==> src/pkg/flash_host_pkg.sv <==
// Constants, register map and types shared by the flash host controller.
package flash_host_pkg;

    // ==========================================================================
    // Clock and bus-cycle timing
    // ==========================================================================
    localparam int unsigned CLK_MHZ        = 200;
    localparam int unsigned CNT_W          = 10;
    localparam int unsigned READ_ACCESS_NS = 100;   // Output valid after chip and output enable.
    localparam int unsigned WRITE_PULSE_NS = 50;    // Write strobe low time.
    localparam int unsigned BUS_GAP_NS     = 30;    // Idle time between two bus cycles.
    localparam int unsigned RESET_BUSY_NS  = 2000;  // Busy may persist this long after reset.

    // Least times round up to whole cycles, and never fall below one cycle.
    function automatic logic [CNT_W-1:0] ns_to_cycles(input int unsigned ns);
        int unsigned c;
        c = (ns * CLK_MHZ + 999) / 1000;
        if (c == 0) begin
            c = 1;
        end
        return CNT_W'(c);
    endfunction

    localparam logic [CNT_W-1:0] SYNC_CYCLES = 10'h002;
    localparam logic [CNT_W-1:0] READ_LAST   = ns_to_cycles(READ_ACCESS_NS) + SYNC_CYCLES - 10'h001;
    localparam logic [CNT_W-1:0] WRITE_LAST  = ns_to_cycles(WRITE_PULSE_NS) - 10'h001;
    localparam logic [CNT_W-1:0] GAP_LAST    = ns_to_cycles(BUS_GAP_NS) - 10'h001;
    localparam logic [CNT_W-1:0] HOLD_LAST   = ns_to_cycles(RESET_BUSY_NS) - 10'h001;

    // ==========================================================================
    // Register map of the controller (APB, byte addresses)
    // ==========================================================================
    localparam logic [7:0] CTRL_OFFSET   = 8'h00;
    localparam logic [7:0] ADDR_OFFSET   = 8'h04;
    localparam logic [7:0] WDATA_OFFSET  = 8'h08;
    localparam logic [7:0] RDATA_OFFSET  = 8'h0C;
    localparam logic [7:0] STATUS_OFFSET = 8'h10;

    localparam int unsigned CTRL_GO_BIT    = 0;
    localparam int unsigned CTRL_OP_LSB    = 1;
    localparam int unsigned STAT_BUSY_BIT  = 0;
    localparam int unsigned STAT_DONE_BIT  = 1;
    localparam int unsigned STAT_RES_LSB   = 2;
    localparam int unsigned STAT_RDY_BIT   = 4;
    localparam logic [31:0] ADDR_RESET     = 32'h0000_0000;
    localparam logic [15:0] WDATA_RESET    = 16'h0000;

    typedef enum logic [1:0] {OP_READ, OP_WRITE, OP_POLL, OP_RESET} op_type;
    typedef enum logic [1:0] {RES_OK, RES_TIMEOUT, RES_ABORT} result_type;

    // ==========================================================================
    // Status bits polled on the flash data bus
    // ==========================================================================
    localparam int unsigned POLLING_COMPLEMENT_BIT = 7;
    localparam int unsigned MAIN_TOGGLE_BIT        = 6;
    localparam int unsigned TIMEOUT_FAIL_BIT       = 5;
    localparam int unsigned ERASE_TIMER_BIT        = 3;
    localparam int unsigned SECTOR_TOGGLE_BIT      = 2;
    localparam int unsigned BUFFER_ABORT_BIT       = 1;

    // Fields of the device's operation_status register, read back by software.
    localparam int unsigned OPSTAT_READY_BIT    = 7;
    localparam int unsigned OPSTAT_ESUSP_BIT    = 6;
    localparam int unsigned OPSTAT_ERASE_BIT    = 5;
    localparam int unsigned OPSTAT_PROGRAM_BIT  = 4;
    localparam int unsigned OPSTAT_ABORT_BIT    = 3;
    localparam int unsigned OPSTAT_PSUSP_BIT    = 2;
    localparam int unsigned OPSTAT_PROTECT_BIT  = 1;

endpackage

==> src/rtl/pin_sync.sv <==
// Two-stage synchroniser for a group of asynchronous pin inputs.
`timescale 1ns/1ps
`default_nettype none

module pin_sync #(
    parameter int unsigned W = 1
) (
    input  wire logic         ref_clk_i,
    input  wire logic         rst_n_i,
    input  wire logic [W-1:0] d_i,
    output logic      [W-1:0] q_o
);

    // =========================================================================
    // Synchroniser stages
    // =========================================================================
    logic [W-1:0] meta_q;

    // The first stage feeds only the second, so metastability cannot spread.
    always_ff @(posedge ref_clk_i or negedge rst_n_i) begin
        if (!rst_n_i) begin
            meta_q <= '0;
            q_o    <= '0;
        end else begin
            meta_q <= d_i;
            q_o    <= meta_q;
        end
    end

endmodule // pin_sync

`default_nettype wire

==> src/rtl/flash_host_ctrl.sv <==
// Host-side controller driving a parallel NOR flash bus and polling its status.
`timescale 1ns/1ps
`default_nettype none

// Summary of operation
// - Host sends reset after timeout; busy may last 2 us afterwards.
// - Buffer abort bit at one; host sends the abort reset sequence.
// - Host reads status at an address belonging to the operation.
// - Host reads toggle twice, and rechecks once timeout bit becomes one.
// - Host clears failure by reset or register clear; ready returns high.

module flash_host_ctrl #(
    parameter int unsigned ADDR_W = 24,
    parameter int unsigned DQ_W   = 16
) (
    input  wire logic              ref_clk_i,
    input  wire logic              rst_n_i,
    input  wire logic              psel_i,
    input  wire logic              penable_i,
    input  wire logic              pwrite_i,
    input  wire logic [7:0]        paddr_i,
    input  wire logic [31:0]       pwdata_i,
    output logic      [31:0]       prdata_o,
    output logic                   pready_o,
    output logic                   pslverr_o,
    output logic      [ADDR_W-1:0] flash_addr_o,
    output logic                   flash_ce_n_o,
    output logic                   flash_oe_n_o,
    output logic                   flash_we_n_o,
    output logic      [DQ_W-1:0]   flash_dq_o,
    output logic                   flash_dq_oe_n_o,
    input  wire logic [DQ_W-1:0]   flash_dq_i,
    input  wire logic              flash_ready_busy_i
);

    // =========================================================================
    // Reset release and pin synchronisation
    // =========================================================================
    typedef enum logic [2:0] {ST_IDLE, ST_READ, ST_WRITE, ST_GAP, ST_EVAL, ST_HOLDOFF} state_type;

    logic [1:0]                       rst_sync_q;
    logic                             rst_n;
    logic [DQ_W:0]                    pin_q;
    logic [DQ_W-1:0]                  dq_sync;
    logic                             rdy_sync;
    state_type                        state_q;
    logic [flash_host_pkg::CNT_W-1:0] cnt_q;
    flash_host_pkg::op_type           op_q;
    flash_host_pkg::result_type       result_q;
    logic [ADDR_W-1:0]                addr_q;
    logic [DQ_W-1:0]                  wdata_q;
    logic [DQ_W-1:0]                  rdata_q;
    logic [DQ_W-1:0]                  prev_q;
    logic                             have_prev_q;
    logic                             recheck_q;
    logic                             busy_q;
    logic                             fin_q;
    logic                             done_q;
    logic [31:0]                      rd_word;
    logic                             wr_en;
    logic                             go;
    logic                             toggle_same;
    logic [1:0]                       op_field;

    // Release is synchronous so no flip-flop leaves reset on a ragged edge.
    always_ff @(posedge ref_clk_i or negedge rst_n_i) begin
        if (!rst_n_i) begin
            rst_sync_q <= 2'h0;
        end else begin
            rst_sync_q <= {rst_sync_q[0], 1'b1};
        end
    end
    assign rst_n = rst_sync_q[1];

    pin_sync #(
        .W (DQ_W + 1)
    ) u_pin_sync (
        .ref_clk_i (ref_clk_i),
        .rst_n_i   (rst_n),
        .d_i       ({flash_ready_busy_i, flash_dq_i}),
        .q_o       (pin_q)
    );
    assign dq_sync  = pin_q[DQ_W-1:0];
    assign rdy_sync = pin_q[DQ_W];

    // =========================================================================
    // APB slave
    // =========================================================================
    function automatic logic reg_hit(input logic [7:0] a);
        return (a == flash_host_pkg::CTRL_OFFSET)  || (a == flash_host_pkg::ADDR_OFFSET) ||
               (a == flash_host_pkg::WDATA_OFFSET) || (a == flash_host_pkg::RDATA_OFFSET) ||
               (a == flash_host_pkg::STATUS_OFFSET);
    endfunction

    assign wr_en = psel_i && penable_i && pready_o && pwrite_i && reg_hit(paddr_i);
    assign go    = wr_en && (paddr_i == flash_host_pkg::CTRL_OFFSET) &&
                   pwdata_i[flash_host_pkg::CTRL_GO_BIT] && !busy_q;
    assign op_field = pwdata_i[flash_host_pkg::CTRL_OP_LSB +: 2];

    // Read data is assembled from the current registers during the setup cycle.
    always_comb begin
        rd_word = 32'h0000_0000;
        unique case (paddr_i)
            flash_host_pkg::CTRL_OFFSET:   rd_word[flash_host_pkg::CTRL_OP_LSB +: 2] = op_q;
            flash_host_pkg::ADDR_OFFSET:   rd_word[ADDR_W-1:0] = addr_q;
            flash_host_pkg::WDATA_OFFSET:  rd_word[DQ_W-1:0] = wdata_q;
            flash_host_pkg::RDATA_OFFSET:  rd_word[DQ_W-1:0] = rdata_q;
            flash_host_pkg::STATUS_OFFSET: begin
                rd_word[flash_host_pkg::STAT_BUSY_BIT] = busy_q;
                rd_word[flash_host_pkg::STAT_DONE_BIT] = done_q;
                rd_word[flash_host_pkg::STAT_RES_LSB +: 2] = result_q;
                rd_word[flash_host_pkg::STAT_RDY_BIT] = rdy_sync;
            end
            default:                       rd_word = 32'h0000_0000;
        endcase
    end

    // No wait state: ready rises in the first access cycle of every transfer.
    always_ff @(posedge ref_clk_i or negedge rst_n) begin
        if (!rst_n) begin
            pready_o  <= 1'b0;
            pslverr_o <= 1'b0;
            prdata_o  <= 32'h0000_0000;
        end else begin
            pready_o  <= psel_i && !penable_i;
            pslverr_o <= psel_i && !penable_i && !reg_hit(paddr_i);
            prdata_o  <= (psel_i && !penable_i) ? rd_word : 32'h0000_0000;
        end
    end

    // Address and data are frozen while an operation runs.
    always_ff @(posedge ref_clk_i or negedge rst_n) begin
        if (!rst_n) begin
            addr_q  <= flash_host_pkg::ADDR_RESET[ADDR_W-1:0];
            wdata_q <= flash_host_pkg::WDATA_RESET[DQ_W-1:0];
        end else if (wr_en && !busy_q) begin
            if (paddr_i == flash_host_pkg::ADDR_OFFSET) begin
                addr_q <= pwdata_i[ADDR_W-1:0];
            end
            if (paddr_i == flash_host_pkg::WDATA_OFFSET) begin
                wdata_q <= pwdata_i[DQ_W-1:0];
            end
        end
    end

    // A finish in the same cycle as a clear wins, so no completion is lost.
    always_ff @(posedge ref_clk_i or negedge rst_n) begin
        if (!rst_n) begin
            done_q <= 1'b0;
        end else begin
            done_q <= fin_q || (done_q && !(wr_en && (paddr_i == flash_host_pkg::STATUS_OFFSET)
                      && pwdata_i[flash_host_pkg::STAT_DONE_BIT]));
        end
    end

    // =========================================================================
    // Bus-cycle engine and status polling
    // =========================================================================
    assign toggle_same = (prev_q[flash_host_pkg::MAIN_TOGGLE_BIT] ==
                          rdata_q[flash_host_pkg::MAIN_TOGGLE_BIT]);

    always_ff @(posedge ref_clk_i or negedge rst_n) begin
        if (!rst_n) begin
            state_q         <= ST_IDLE;
            cnt_q           <= '0;
            op_q            <= flash_host_pkg::OP_READ;
            result_q        <= flash_host_pkg::RES_OK;
            rdata_q         <= '0;
            prev_q          <= '0;
            have_prev_q     <= 1'b0;
            recheck_q       <= 1'b0;
            busy_q          <= 1'b0;
            fin_q           <= 1'b0;
            flash_addr_o    <= '0;
            flash_ce_n_o    <= 1'b1;
            flash_oe_n_o    <= 1'b1;
            flash_we_n_o    <= 1'b1;
            flash_dq_o      <= '0;
            flash_dq_oe_n_o <= 1'b1;
        end else begin
            fin_q <= 1'b0;
            unique case (state_q)
                ST_IDLE: begin
                    if (go) begin
                        op_q         <= flash_host_pkg::op_type'(op_field);
                        busy_q       <= 1'b1;
                        cnt_q        <= '0;
                        have_prev_q  <= 1'b0;
                        recheck_q    <= 1'b0;
                        flash_addr_o <= addr_q;  // Status reads use the operation address.
                        flash_ce_n_o <= 1'b0;
                        if (op_field == flash_host_pkg::OP_READ ||
                            op_field == flash_host_pkg::OP_POLL) begin
                            state_q      <= ST_READ;
                            flash_oe_n_o <= 1'b0;
                        end else begin
                            // Reset and abort-reset commands go out as plain writes.
                            state_q         <= ST_WRITE;
                            flash_we_n_o    <= 1'b0;
                            flash_dq_o      <= wdata_q;
                            flash_dq_oe_n_o <= 1'b0;
                        end
                    end
                end
                ST_READ: begin
                    if (cnt_q == flash_host_pkg::READ_LAST) begin
                        rdata_q      <= dq_sync;
                        flash_ce_n_o <= 1'b1;
                        flash_oe_n_o <= 1'b1;
                        cnt_q        <= '0;
                        state_q      <= ST_GAP;
                    end else begin
                        cnt_q <= cnt_q + 10'h001;
                    end
                end
                ST_WRITE: begin
                    if (cnt_q == flash_host_pkg::WRITE_LAST) begin
                        flash_ce_n_o <= 1'b1;
                        flash_we_n_o <= 1'b1;
                        cnt_q        <= '0;
                        state_q      <= ST_GAP;
                    end else begin
                        cnt_q <= cnt_q + 10'h001;
                    end
                end
                ST_GAP: begin
                    // Data stays driven through the gap to give the device hold time.
                    if (cnt_q == flash_host_pkg::GAP_LAST) begin
                        flash_dq_oe_n_o <= 1'b1;
                        cnt_q           <= '0;
                        unique case (op_q)
                            flash_host_pkg::OP_POLL:  state_q <= ST_EVAL;
                            flash_host_pkg::OP_RESET: state_q <= ST_HOLDOFF;
                            default: begin
                                busy_q   <= 1'b0;
                                fin_q    <= 1'b1;
                                result_q <= flash_host_pkg::RES_OK;
                                state_q  <= ST_IDLE;
                            end
                        endcase
                    end else begin
                        cnt_q <= cnt_q + 10'h001;
                    end
                end
                ST_EVAL: begin
                    prev_q      <= rdata_q;
                    have_prev_q <= 1'b1;
                    if (have_prev_q && toggle_same) begin
                        busy_q   <= 1'b0;  // Toggling stopped, operation complete.
                        fin_q    <= 1'b1;
                        result_q <= flash_host_pkg::RES_OK;
                        state_q  <= ST_IDLE;
                    end else if (have_prev_q && recheck_q) begin
                        busy_q   <= 1'b0;  // Still toggling after timeout seen.
                        fin_q    <= 1'b1;
                        result_q <= flash_host_pkg::RES_TIMEOUT;
                        state_q  <= ST_IDLE;
                    end else if (have_prev_q && rdata_q[flash_host_pkg::BUFFER_ABORT_BIT]) begin
                        busy_q   <= 1'b0;  // Buffered write aborted.
                        fin_q    <= 1'b1;
                        result_q <= flash_host_pkg::RES_ABORT;
                        state_q  <= ST_IDLE;
                    end else begin
                        // Toggling may stop just as the timeout bit rises, so read once more.
                        if (have_prev_q && rdata_q[flash_host_pkg::TIMEOUT_FAIL_BIT]) begin
                            recheck_q <= 1'b1;
                        end
                        flash_ce_n_o <= 1'b0;
                        flash_oe_n_o <= 1'b0;
                        state_q      <= ST_READ;
                    end
                end
                ST_HOLDOFF: begin
                    // Busy may linger after a reset command, so wait out the window.
                    if (cnt_q == flash_host_pkg::HOLD_LAST) begin
                        busy_q   <= 1'b0;
                        fin_q    <= 1'b1;
                        result_q <= flash_host_pkg::RES_OK;
                        state_q  <= ST_IDLE;
                    end else begin
                        cnt_q <= cnt_q + 10'h001;
                    end
                end
            endcase
        end
    end

    // =========================================================================
    // Checks
    // =========================================================================
    strobe_excl_a: assert property (@(posedge ref_clk_i) disable iff (!rst_n)
        !(!flash_oe_n_o && !flash_we_n_o)) else $error("Read and write strobes both low.");

    read_release_a: assert property (@(posedge ref_clk_i) disable iff (!rst_n)
        !flash_oe_n_o |-> flash_dq_oe_n_o) else $error("Data bus driven during a read.");

    apb_ready_a: assert property (@(posedge ref_clk_i) disable iff (!rst_n)
        (psel_i && !penable_i) |=> pready_o) else $error("APB ready missing in access phase.");

    read_width_a: assert property (@(posedge ref_clk_i) disable iff (!rst_n)
        $rose(flash_oe_n_o) |-> ($past(cnt_q) == flash_host_pkg::READ_LAST))
        else $error("Read strobe width wrong.");

    read_gap_a: assert property (@(posedge ref_clk_i) disable iff (!rst_n)
        $rose(flash_oe_n_o) |-> flash_oe_n_o[*7]) else $error("Reads not separated.");

    holdoff_stay_a: assert property (@(posedge ref_clk_i) disable iff (!rst_n)
        (state_q == ST_HOLDOFF && cnt_q != flash_host_pkg::HOLD_LAST)
        |=> (state_q == ST_HOLDOFF && busy_q))
        else $error("Reset holdoff ended early.");

    holdoff_end_a: assert property (@(posedge ref_clk_i) disable iff (!rst_n)
        (state_q == ST_HOLDOFF && cnt_q == flash_host_pkg::HOLD_LAST) |=> (!busy_q ##1 done_q))
        else $error("Reset holdoff did not finish.");

    timeout_res_a: assert property (@(posedge ref_clk_i) disable iff (!rst_n)
        (state_q == ST_EVAL && have_prev_q && !toggle_same && recheck_q)
        |=> (result_q == flash_host_pkg::RES_TIMEOUT && !busy_q))
        else $error("Timeout not reported.");

    abort_res_a: assert property (@(posedge ref_clk_i) disable iff (!rst_n)
        (state_q == ST_EVAL && have_prev_q && !toggle_same && !recheck_q &&
         rdata_q[flash_host_pkg::BUFFER_ABORT_BIT])
        |=> (result_q == flash_host_pkg::RES_ABORT)) else $error("Abort not reported.");

    done_ok_a: assert property (@(posedge ref_clk_i) disable iff (!rst_n)
        (state_q == ST_EVAL && have_prev_q && toggle_same)
        |=> (result_q == flash_host_pkg::RES_OK ##1 done_q))
        else $error("Completion not reported.");

endmodule // flash_host_ctrl

`default_nettype wire

==> config.mk <==
export PLATFORM = sky130hd
export DESIGN_NAME = flash_host_ctrl
export DESIGN_NICKNAME = d
export VERILOG_FILES = /design/src/pkg/flash_host_pkg.sv /design/src/rtl/pin_sync.sv /design/src/rtl/flash_host_ctrl.sv
export SDC_FILE = /design/constraint.sdc
export NUM_CORES = 1
export LEC_CHECK = 0
export BUFFER_PORTS_ARGS = -buffer_cell sky130_fd_sc_hd__buf_2
export CAP_MARGIN = 15
export CELL_PAD_IN_SITES_DETAIL_PLACEMENT = 0
export CELL_PAD_IN_SITES_GLOBAL_PLACEMENT = 1
export CORE_MARGIN = 5
export CORE_UTILIZATION = 49
export CTS_CLUSTER_DIAMETER = 60
export DETAILED_ROUTE_END_ITERATION = 10
export GPL_ROUTABILITY_DRIVEN = 0
export PLACE_DENSITY_LB_ADDON = 0.3
export SYNTH_ARGS = -nofsm -noshare
export SYNTH_HDL_FRONTEND = slang
export SYNTH_SLANG_ARGS = --single-unit
==> constraint.sdc <==
create_clock -name ref_clk_i -period 12.9 [get_ports ref_clk_i]
set_input_delay 2.58 -clock ref_clk_i [delete_from_list [all_inputs] [get_ports ref_clk_i]]
set_output_delay 2.58 -clock ref_clk_i [all_outputs]
set_load 0.01 [all_outputs]
==> results of run 1 <==
==> cell families after synthesis <==
group	after synthesis
flip-flops	185
AND/OR/NAND/NOR	119
multiplexers	113
AO/OA/AOI/OAI	85
buffers and inverters	44
adder cells (fa/ha/maj)	2
other	2
XOR/XNOR	1
==> layer usage <==
| metal | up-vias | share of wire [%] | track usage [%] | routed length [um] |
|---|---|---|---|---|
| met2 | 161 | 46 | 28.9 | 7650 |
| li1 | 2237 | - | - | - |
| met4 | 0 | 1.7 | 6.22 | 274 |
| met1 | 2434 | 46 | 26.0 | 7560 |
| met5 | - | 0 | 0 | 0 |
| met3 | 23 | 6.4 | 5.14 | 1060 |
==> final cells by class <==
type / instances / area [um^2] / area share, %
repair buffers: 129 / 664 / 7.44
well taps: 211 / 264 / 2.96
inverters: 13 / 48.8 / 0.547
flip-flops and latches: 185 / 4640 / 52.0
clock inverters: 15 / 134 / 1.50
clock buffers: 17 / 425 / 4.77
multi-input cells: 329 / 2750 / 30.8
==> metrics by stage <==
| step | setup slack (ps) | utilization (%) |
|---|---|---|
| final | 8420 | 58.5 |
| after global routing | 8330 | 58.5 |
| after CTS | 8020 | 58.4 |
| after detailed placement | 7590 | 54.7 |
| after global placement | 7630 | 54.7 |
| after floorplan | 7370 | - |
==> path summary, 6_finish.rpt <==
path                                      start              endpoint  slack [ps]  cells past startpoint
max                                  paddr_i[2]            addr_q[23]        8420                      5
min                               rst_sync_q[1]  u_pin_sync.meta_q[0]         310                      0
max reg2reg                       rst_sync_q[1]        flash_dq_o[14]       10470                      2
min reg2reg                       rst_sync_q[1]  u_pin_sync.meta_q[0]         310                      0
max in group asynchronous         rst_sync_q[1]        flash_dq_o[14]       10470                      2
min in group ref_clk_i     u_pin_sync.meta_q[4]     u_pin_sync.q_o[4]         350                      0
==> cell usage after synthesis, drive strengths merged (3+ instances only) <==
cell type,instances
buf,23
a221oi,3
nor2b,5
nor2,24
o22ai,4
nand2b,3
a211oi,3
nor3b,3
inv,13
nor3,11
and3,6
dfstp,4
a21oi,12
a31oi,3
o31ai,3
nand3,9
mux2,111
or3,3
a22oi,16
nand2,22
and3b,3
clkbuf,8
nand4,7
dfrtp,181
o21ai,10
and2,13
o211ai,6
nor4,3
a2111oi,5
==> state kept, by name (all words and copies together) (netlist names), 2 cells and up <==
signal,flops
addr_q,24
cnt_q,10
flash_addr_o,24
flash_dq_o,16
op_q,2
prdata_o,24
rdata_q,16
result_q,2
rst_sync_q,2
state_q,3
u_pin_sync.meta_q,17
u_pin_sync.q_o,17
wdata_q,16
==> power by group <==
part | total [W] | internal, W | leakage [nW] | switching, W
Clock | 0.000492 | 0.000254 | 0.260 | 0.000239
Sequential | 0.000619 | 0.000597 | 2.43 | 0.0000213
Combinational | 0.000121 | 0.0000442 | 1.74 | 0.0000766
Total | 0.00123 | 0.000895 | 4.43 | 0.000336
==> impl_metrics.csv, run 1 <==
group,metric,value,unit
outcome,outcome,"finished clean",
clock_tree,cts_setup_buffers,0,
synthesis,yosysWarnings,0,
synthesis,synth_ff_type,"dfrtp_1",
clock_tree,clkTransAtPathRegs,70,ps
synthesis,muxShareOfSynthArea,18.0,%
finish,layout.cells.non_filler,899,
timing,max_freq,223,MHz
clock_tree,htree_levels,4,
clock_tree,postCtsHoldBufs,0,
route,drt-wirelength-per-cell,18.4,um
timing,setup_viol,0,
synthesis,synth_top_family_by_area,"multiplexers",
finish,final.fill_count,1225,
route,post_drt_via_cell_ratio,5.40,
route,ant_nets,0,
floorplanning,core_area,15300,um^2
power,cellPowerDensity,138,nW/um^2
timing,drv_slew,0,
setup_path,slowest_stage,"nor2b_1",
setup_path,critPathCaptureType,"flip-flop",
synthesis,netlist_instances,551,
clock_tree,clk_latency,430,ps
min_path,hp-class,"reg -> async",
grt,grt_pass1_wl,26600,um
clock_tree,cts_tree,"done",
floorplanning,initial_core_util,50.0,%
route,drt_drc_violations_left,0,
route,firstDrtPassIters,5,
setup_path,worstSetupPathType,"in -> reg",
setup_path,required,13210,ps
placed_design,hpwl,11000,um
grt,grt_usage,18.8,%
synthesis,synth_compound_area_share,8.11,%
finish,diodes,0,
timing,whs,314,ps
timing,period_needed,4480,ps
power,vdd_ir_drop_max,0.0868,mV
timing,rsz0062_at_grt,"false",
timing,tightest_slew,883,ps
floorplanning,die_x,135,um
setup_path,path_delay_family,"simple AND/OR/NAND/NOR gates",
clock_tree,clkSinkCount,185,
synthesis,yosysTopAreaCell,"dfrtp_1",
synthesis,synthArstFlopShare,100,%
grt,grt_max_degree,74,
finish,final_nets,739,
clock_tree,cts_resized,0,
route,num_vias,4855,
placed_design,portBuffers,123,
synthesis,ys_seq_elements,185,
job,max_cap_violations,0,
setup_path,critPathArrivalTime,4790,ps
setup_path,worstPathMaxFanout,24,
timing,setup_tns,0,ps
floorplanning,io_pins,140,
synthesis,synthAdderAreaFrac,0.328,%
synthesis,synth-edff-count,0,
synthesis,ys_types,71,
placed_design,placed_cells,865,
route,first_iter_violations,315,
floorplanning,core.rowCount,45,
finish,syn2layout_area_growth,17.1,%
synthesis,synth.yosys.seq_area_share,60.8,%
finish,fin_area,8930,um^2
grt,grt_pass1_vias,5069,
setup_path,start_kind,"input pin",
synthesis,synth-simple-area-share,9.08,%
synthesis,synth_xor_area_share,0.115,%
synthesis,syn-cell-area,7620,um^2
route,routed_wl,16500,um
finish,drive_above_1_share,42.9,%
setup_path,crit_path_max_incr_delay,640,ps
clock_tree,cts_root_buf,"clkbuf_16",
synthesis,avgSynthCellArea,13.8,um^2
timing,fin_crit_sh,34.7,%
setup_path,cp_num_buf_inv,1,
clock_tree,cts_inserted_buffers,17,
floorplanning,die_h,135,um
finish,final_cell_mix,"dfrtp_1 (180), buf_2 (123), mux2_2 (83)",
placed_design,dpl_cell_area,8350,um^2
clock_tree,cts_buffer_depth,2,
finish,mostFrequentLayoutCell,"dfrtp_1",
setup_path,path_cells,"buf_2 -> nor2b_1 -> and2_2 -> nand2_2 -> mux2_2",
timing,slew_headroom,41.1,%
floorplanning,dieArea,18100,um^2
timing,finalHoldViolCount,0,
power,p_leak,4.43,nW
synthesis,synth_area_leaders,"dfrtp_1 (59%), mux2_2 (12%), mux2_4 (5.5%)",
grt,antenna_found_initial,0,
grt,grt.overflow.total,0,
timing,fin_skew,10.6,ps
power,design_power_total,0.00123,W
synthesis,synth_top_cell_area_share,59.4,%
Power figures use the tool's default switching activity.
==> inputs of run 2 (changes only) <==
- ABC_AREA: default -> 1
- CORE_UTILIZATION: 49 -> 38
- clock period: 12.9 -> 3.9 ns (I/O delays scaled with it)
==> run 2 against run 1 <==
  * Utilization decreased by 12 points
  * Register-to-register slack got worse by 8800 ps
  * Clock power increased to 3.6 times the previous value
  * Non-clock buffer count increased by 2
  * Clock-buffer cell count unchanged
  * Synthesized cell count increased by 39%
  * Clock skew increased by 2.1 ps
  * Largest cell class unchanged
  * Highest routed layer is now met5
==> impl_metrics.csv, run 2 <==
group,metric,value,unit
outcome,outcome,"finished clean",
clock_tree,cts_buffer_depth,2,
floorplanning,die_h,152,um
finish,drive_above_1_share,25.6,%
timing,slew_headroom,45.3,%
grt,antenna_found_initial,3,
finish,layout.cells.non_filler,1165,
setup_path,start_kind,"input pin",
clock_tree,htree_levels,4,
finish,final_cell_mix,"dfrtp_1 (180), nand2_1 (178), buf_2 (123)",
synthesis,synth-edff-count,0,
grt,grt_max_degree,84,
job,max_cap_violations,0,
timing,tightest_slew,818,ps
grt,grt_pass1_wl,29000,um
synthesis,avgSynthCellArea,9.99,um^2
floorplanning,die_x,152,um
route,drt_drc_violations_left,0,
clock_tree,cts_tree,"done",
setup_path,critPathArrivalTime,2640,ps
synthesis,syn-cell-area,7630,um^2
finish,final_nets,950,
power,vdd_ir_drop_max,0.315,mV
finish,final.fill_count,1926,
synthesis,post-synth-top-count-cell,"dfrtp_1",
timing,fin_skew,12.8,ps
setup_path,worstPathMaxFanout,40,
grt,globalRouteMet1Util,23.2,%
setup_path,critPathCaptureType,"flip-flop",
timing,setup_ws,1630,ps
clock_tree,cts_inserted_buffers,17,
floorplanning,core_area,19600,um^2
synthesis,netlist_instances,764,
timing,setup_tns,0,ps
timing,max_freq,440,MHz
floorplanning,dieArea,23000,um^2
synthesis,yosysWarnings,0,
synthesis,synth_ff_type,"dfrtp_1",
clock_tree,cts_root_buf,"clkbuf_16",
clock_tree,cts_setup_buffers,0,
clock_tree,clk_latency,430,ps
route,first_iter_violations,320,
route,routed_wl,18000,um
synthesis,synth_top_cell_area_share,59.3,%
clock_tree,postCtsHoldBufs,0,
synthesis,ys_seq_elements,185,
route,ant_nets,0,
grt,grt_pass1_vias,5467,
placed_design,hpwl,12900,um
placed_design,post-place-ws,1180,ps
synthesis,synthArstFlopShare,100,%
timing,period_needed,2270,ps
finish,seqCellArea,4640,um^2
route,num_vias,5436,
finish,multi_input_area,2420,um^2
floorplanning,initial_core_util,39.0,%
synthesis,synth.yosys.seq_area_share,60.7,%
clock_tree,clkSinkCount,185,
route,firstDrtPassIters,4,
grt,use_met3,5.50,%
timing,whs,122,ps
placed_design,dpl_cell_area,8430,um^2
finish,top_regs,"addr_q x24, flash_addr_o x24, prdata_o x24",
synthesis,ys_types,46,
grt,met2_usage,23.7,%
grt,grt_usage,16.3,%
timing,setup_viol,0,
power,p_leak,4.80,nW
synthesis,synth_area_leaders,"dfrtp_1 (59%), nand2_1 (8.8%), inv_1 (4.3%)",
floorplanning,io_pins,140,
synthesis,yosys-top-cells-count,"dfrtp_1 (181), nand2_1 (178), inv_1 (88)",
synthesis,yosysTopAreaCell,"dfrtp_1",
floorplanning,core.rowCount,51,
setup_path,worstSetupPathType,"in -> reg",
placed_design,placed_cells,1132,
timing,drv_slew,0,
grt,grt.overflow.total,0,
min_path,hp-class,"in -> async",
clock_tree,cts_resized,0,
route,drt-wirelength-per-cell,15.4,um
route,post_drt_via_cell_ratio,4.67,
finish,mostFrequentLayoutCell,"dfrtp_1",
finish,fin_area,9050,um^2
grt,busiest_layer,"met2",
finish,syn2layout_area_growth,18.5,%
power,cellPowerDensity,423,nW/um^2
timing,fin_crit_sh,58.2,%
setup_path,required,4260,ps
placed_design,portBuffers,123,
timing,finalHoldViolCount,0,
timing,rsz0062_at_grt,"false",
clock_tree,clkTransAtPathRegs,70,ps
[run 2: changes by cell type after synthesis, moves of 11 or more]
cell and change:
o21ai_0 +47, a21oi_2 +18, mux2_4 -28, mux2_2 -67, o221ai_1 +12, inv_1 +75, and2_1 -11, nand3_1 +30
nand2_1 +157, a22oi_1 -16, nor2_1 +23
[run 2: worst paths after layout]
kind / cells past startpoint / startpoint / to / slack [ps]
worst max-delay path: 11 / paddr_i[6] / flash_dq_o[15] / 1630
worst min-delay path: 1 / rst_n_i / rst_sync_q[1] / 120
worst max register to register: 5 / state_q[2] / rdata_q[8] / 1670
worst min register to register: 0 / rst_sync_q[1] / u_pin_sync.meta_q[14] / 290
max in group asynchronous: 1 / rst_sync_q[1] / addr_q[7] / 2430
min in group ref_clk_i: 0 / u_pin_sync.meta_q[1] / u_pin_sync.q_o[1] / 350
[run 2: area by class of cell]
class | count | area share [%]
Sequential cell | 185 | 51.3
Multi-Input combinational cell | 459 | 26.8
Timing Repair Buffer | 131 | 7.61
Clock buffer | 17 | 4.70
Inverter | 92 | 3.82
Tap cell | 265 | 3.67
Clock inverter | 15 | 2.12
Antenna cell | 1 | 0.0277
[run 2: critical path, cell delays in order]
cell and delay (ps):
buf_2 100, inv_2 40, nand2_2 60, nor3_2 250, nand2_2 170, nand3_2 170
nand4_4 150, nor2_4 180, buf_4 420, nand3_1 200, nand2_1 100
[run 2: cell families (layout without fill, tap and decap cells)]
group	Yosys count	in the layout	share of synthesized area, %
AND/OR/NAND/NOR	307	307	18.0
flip-flops	185	185	60.7
buffers and inverters	127	255	7.87
AO/OA/AOI/OAI	119	119	9.93
multiplexers	16	16	2.36
XOR/XNOR	6	6	0.689
adder cells (fa/ha/maj)	2	2	0.328
other	2	10	0.0984
[run 2: power by group]
part	total, W	switching, W	internal (W)	leakage [nW]
Combinational	0.000102	0.0000690	0.0000335	2.28
Clock	0.00176	0.000835	0.000927	0.301
Sequential	0.00196	0.0000173	0.00195	2.21
[run 2: layer usage]
layer,vias up,part of all wire [%]
met5,-,0.12
li1,2710,-
met4,4,1.7
met2,146,43
met1,2548,47
met3,28,7.8
[run 2: through the flow]
step	total power, W	util (%)
4_1_cts	0.00387	46.2
3_3_place_gp	0.00211	43.0
5_1_grt	0.00397	46.2
2_1_floorplan	0.00205	-
6_report	0.00383	46.2
3_5_place_dp	0.00211	43.0
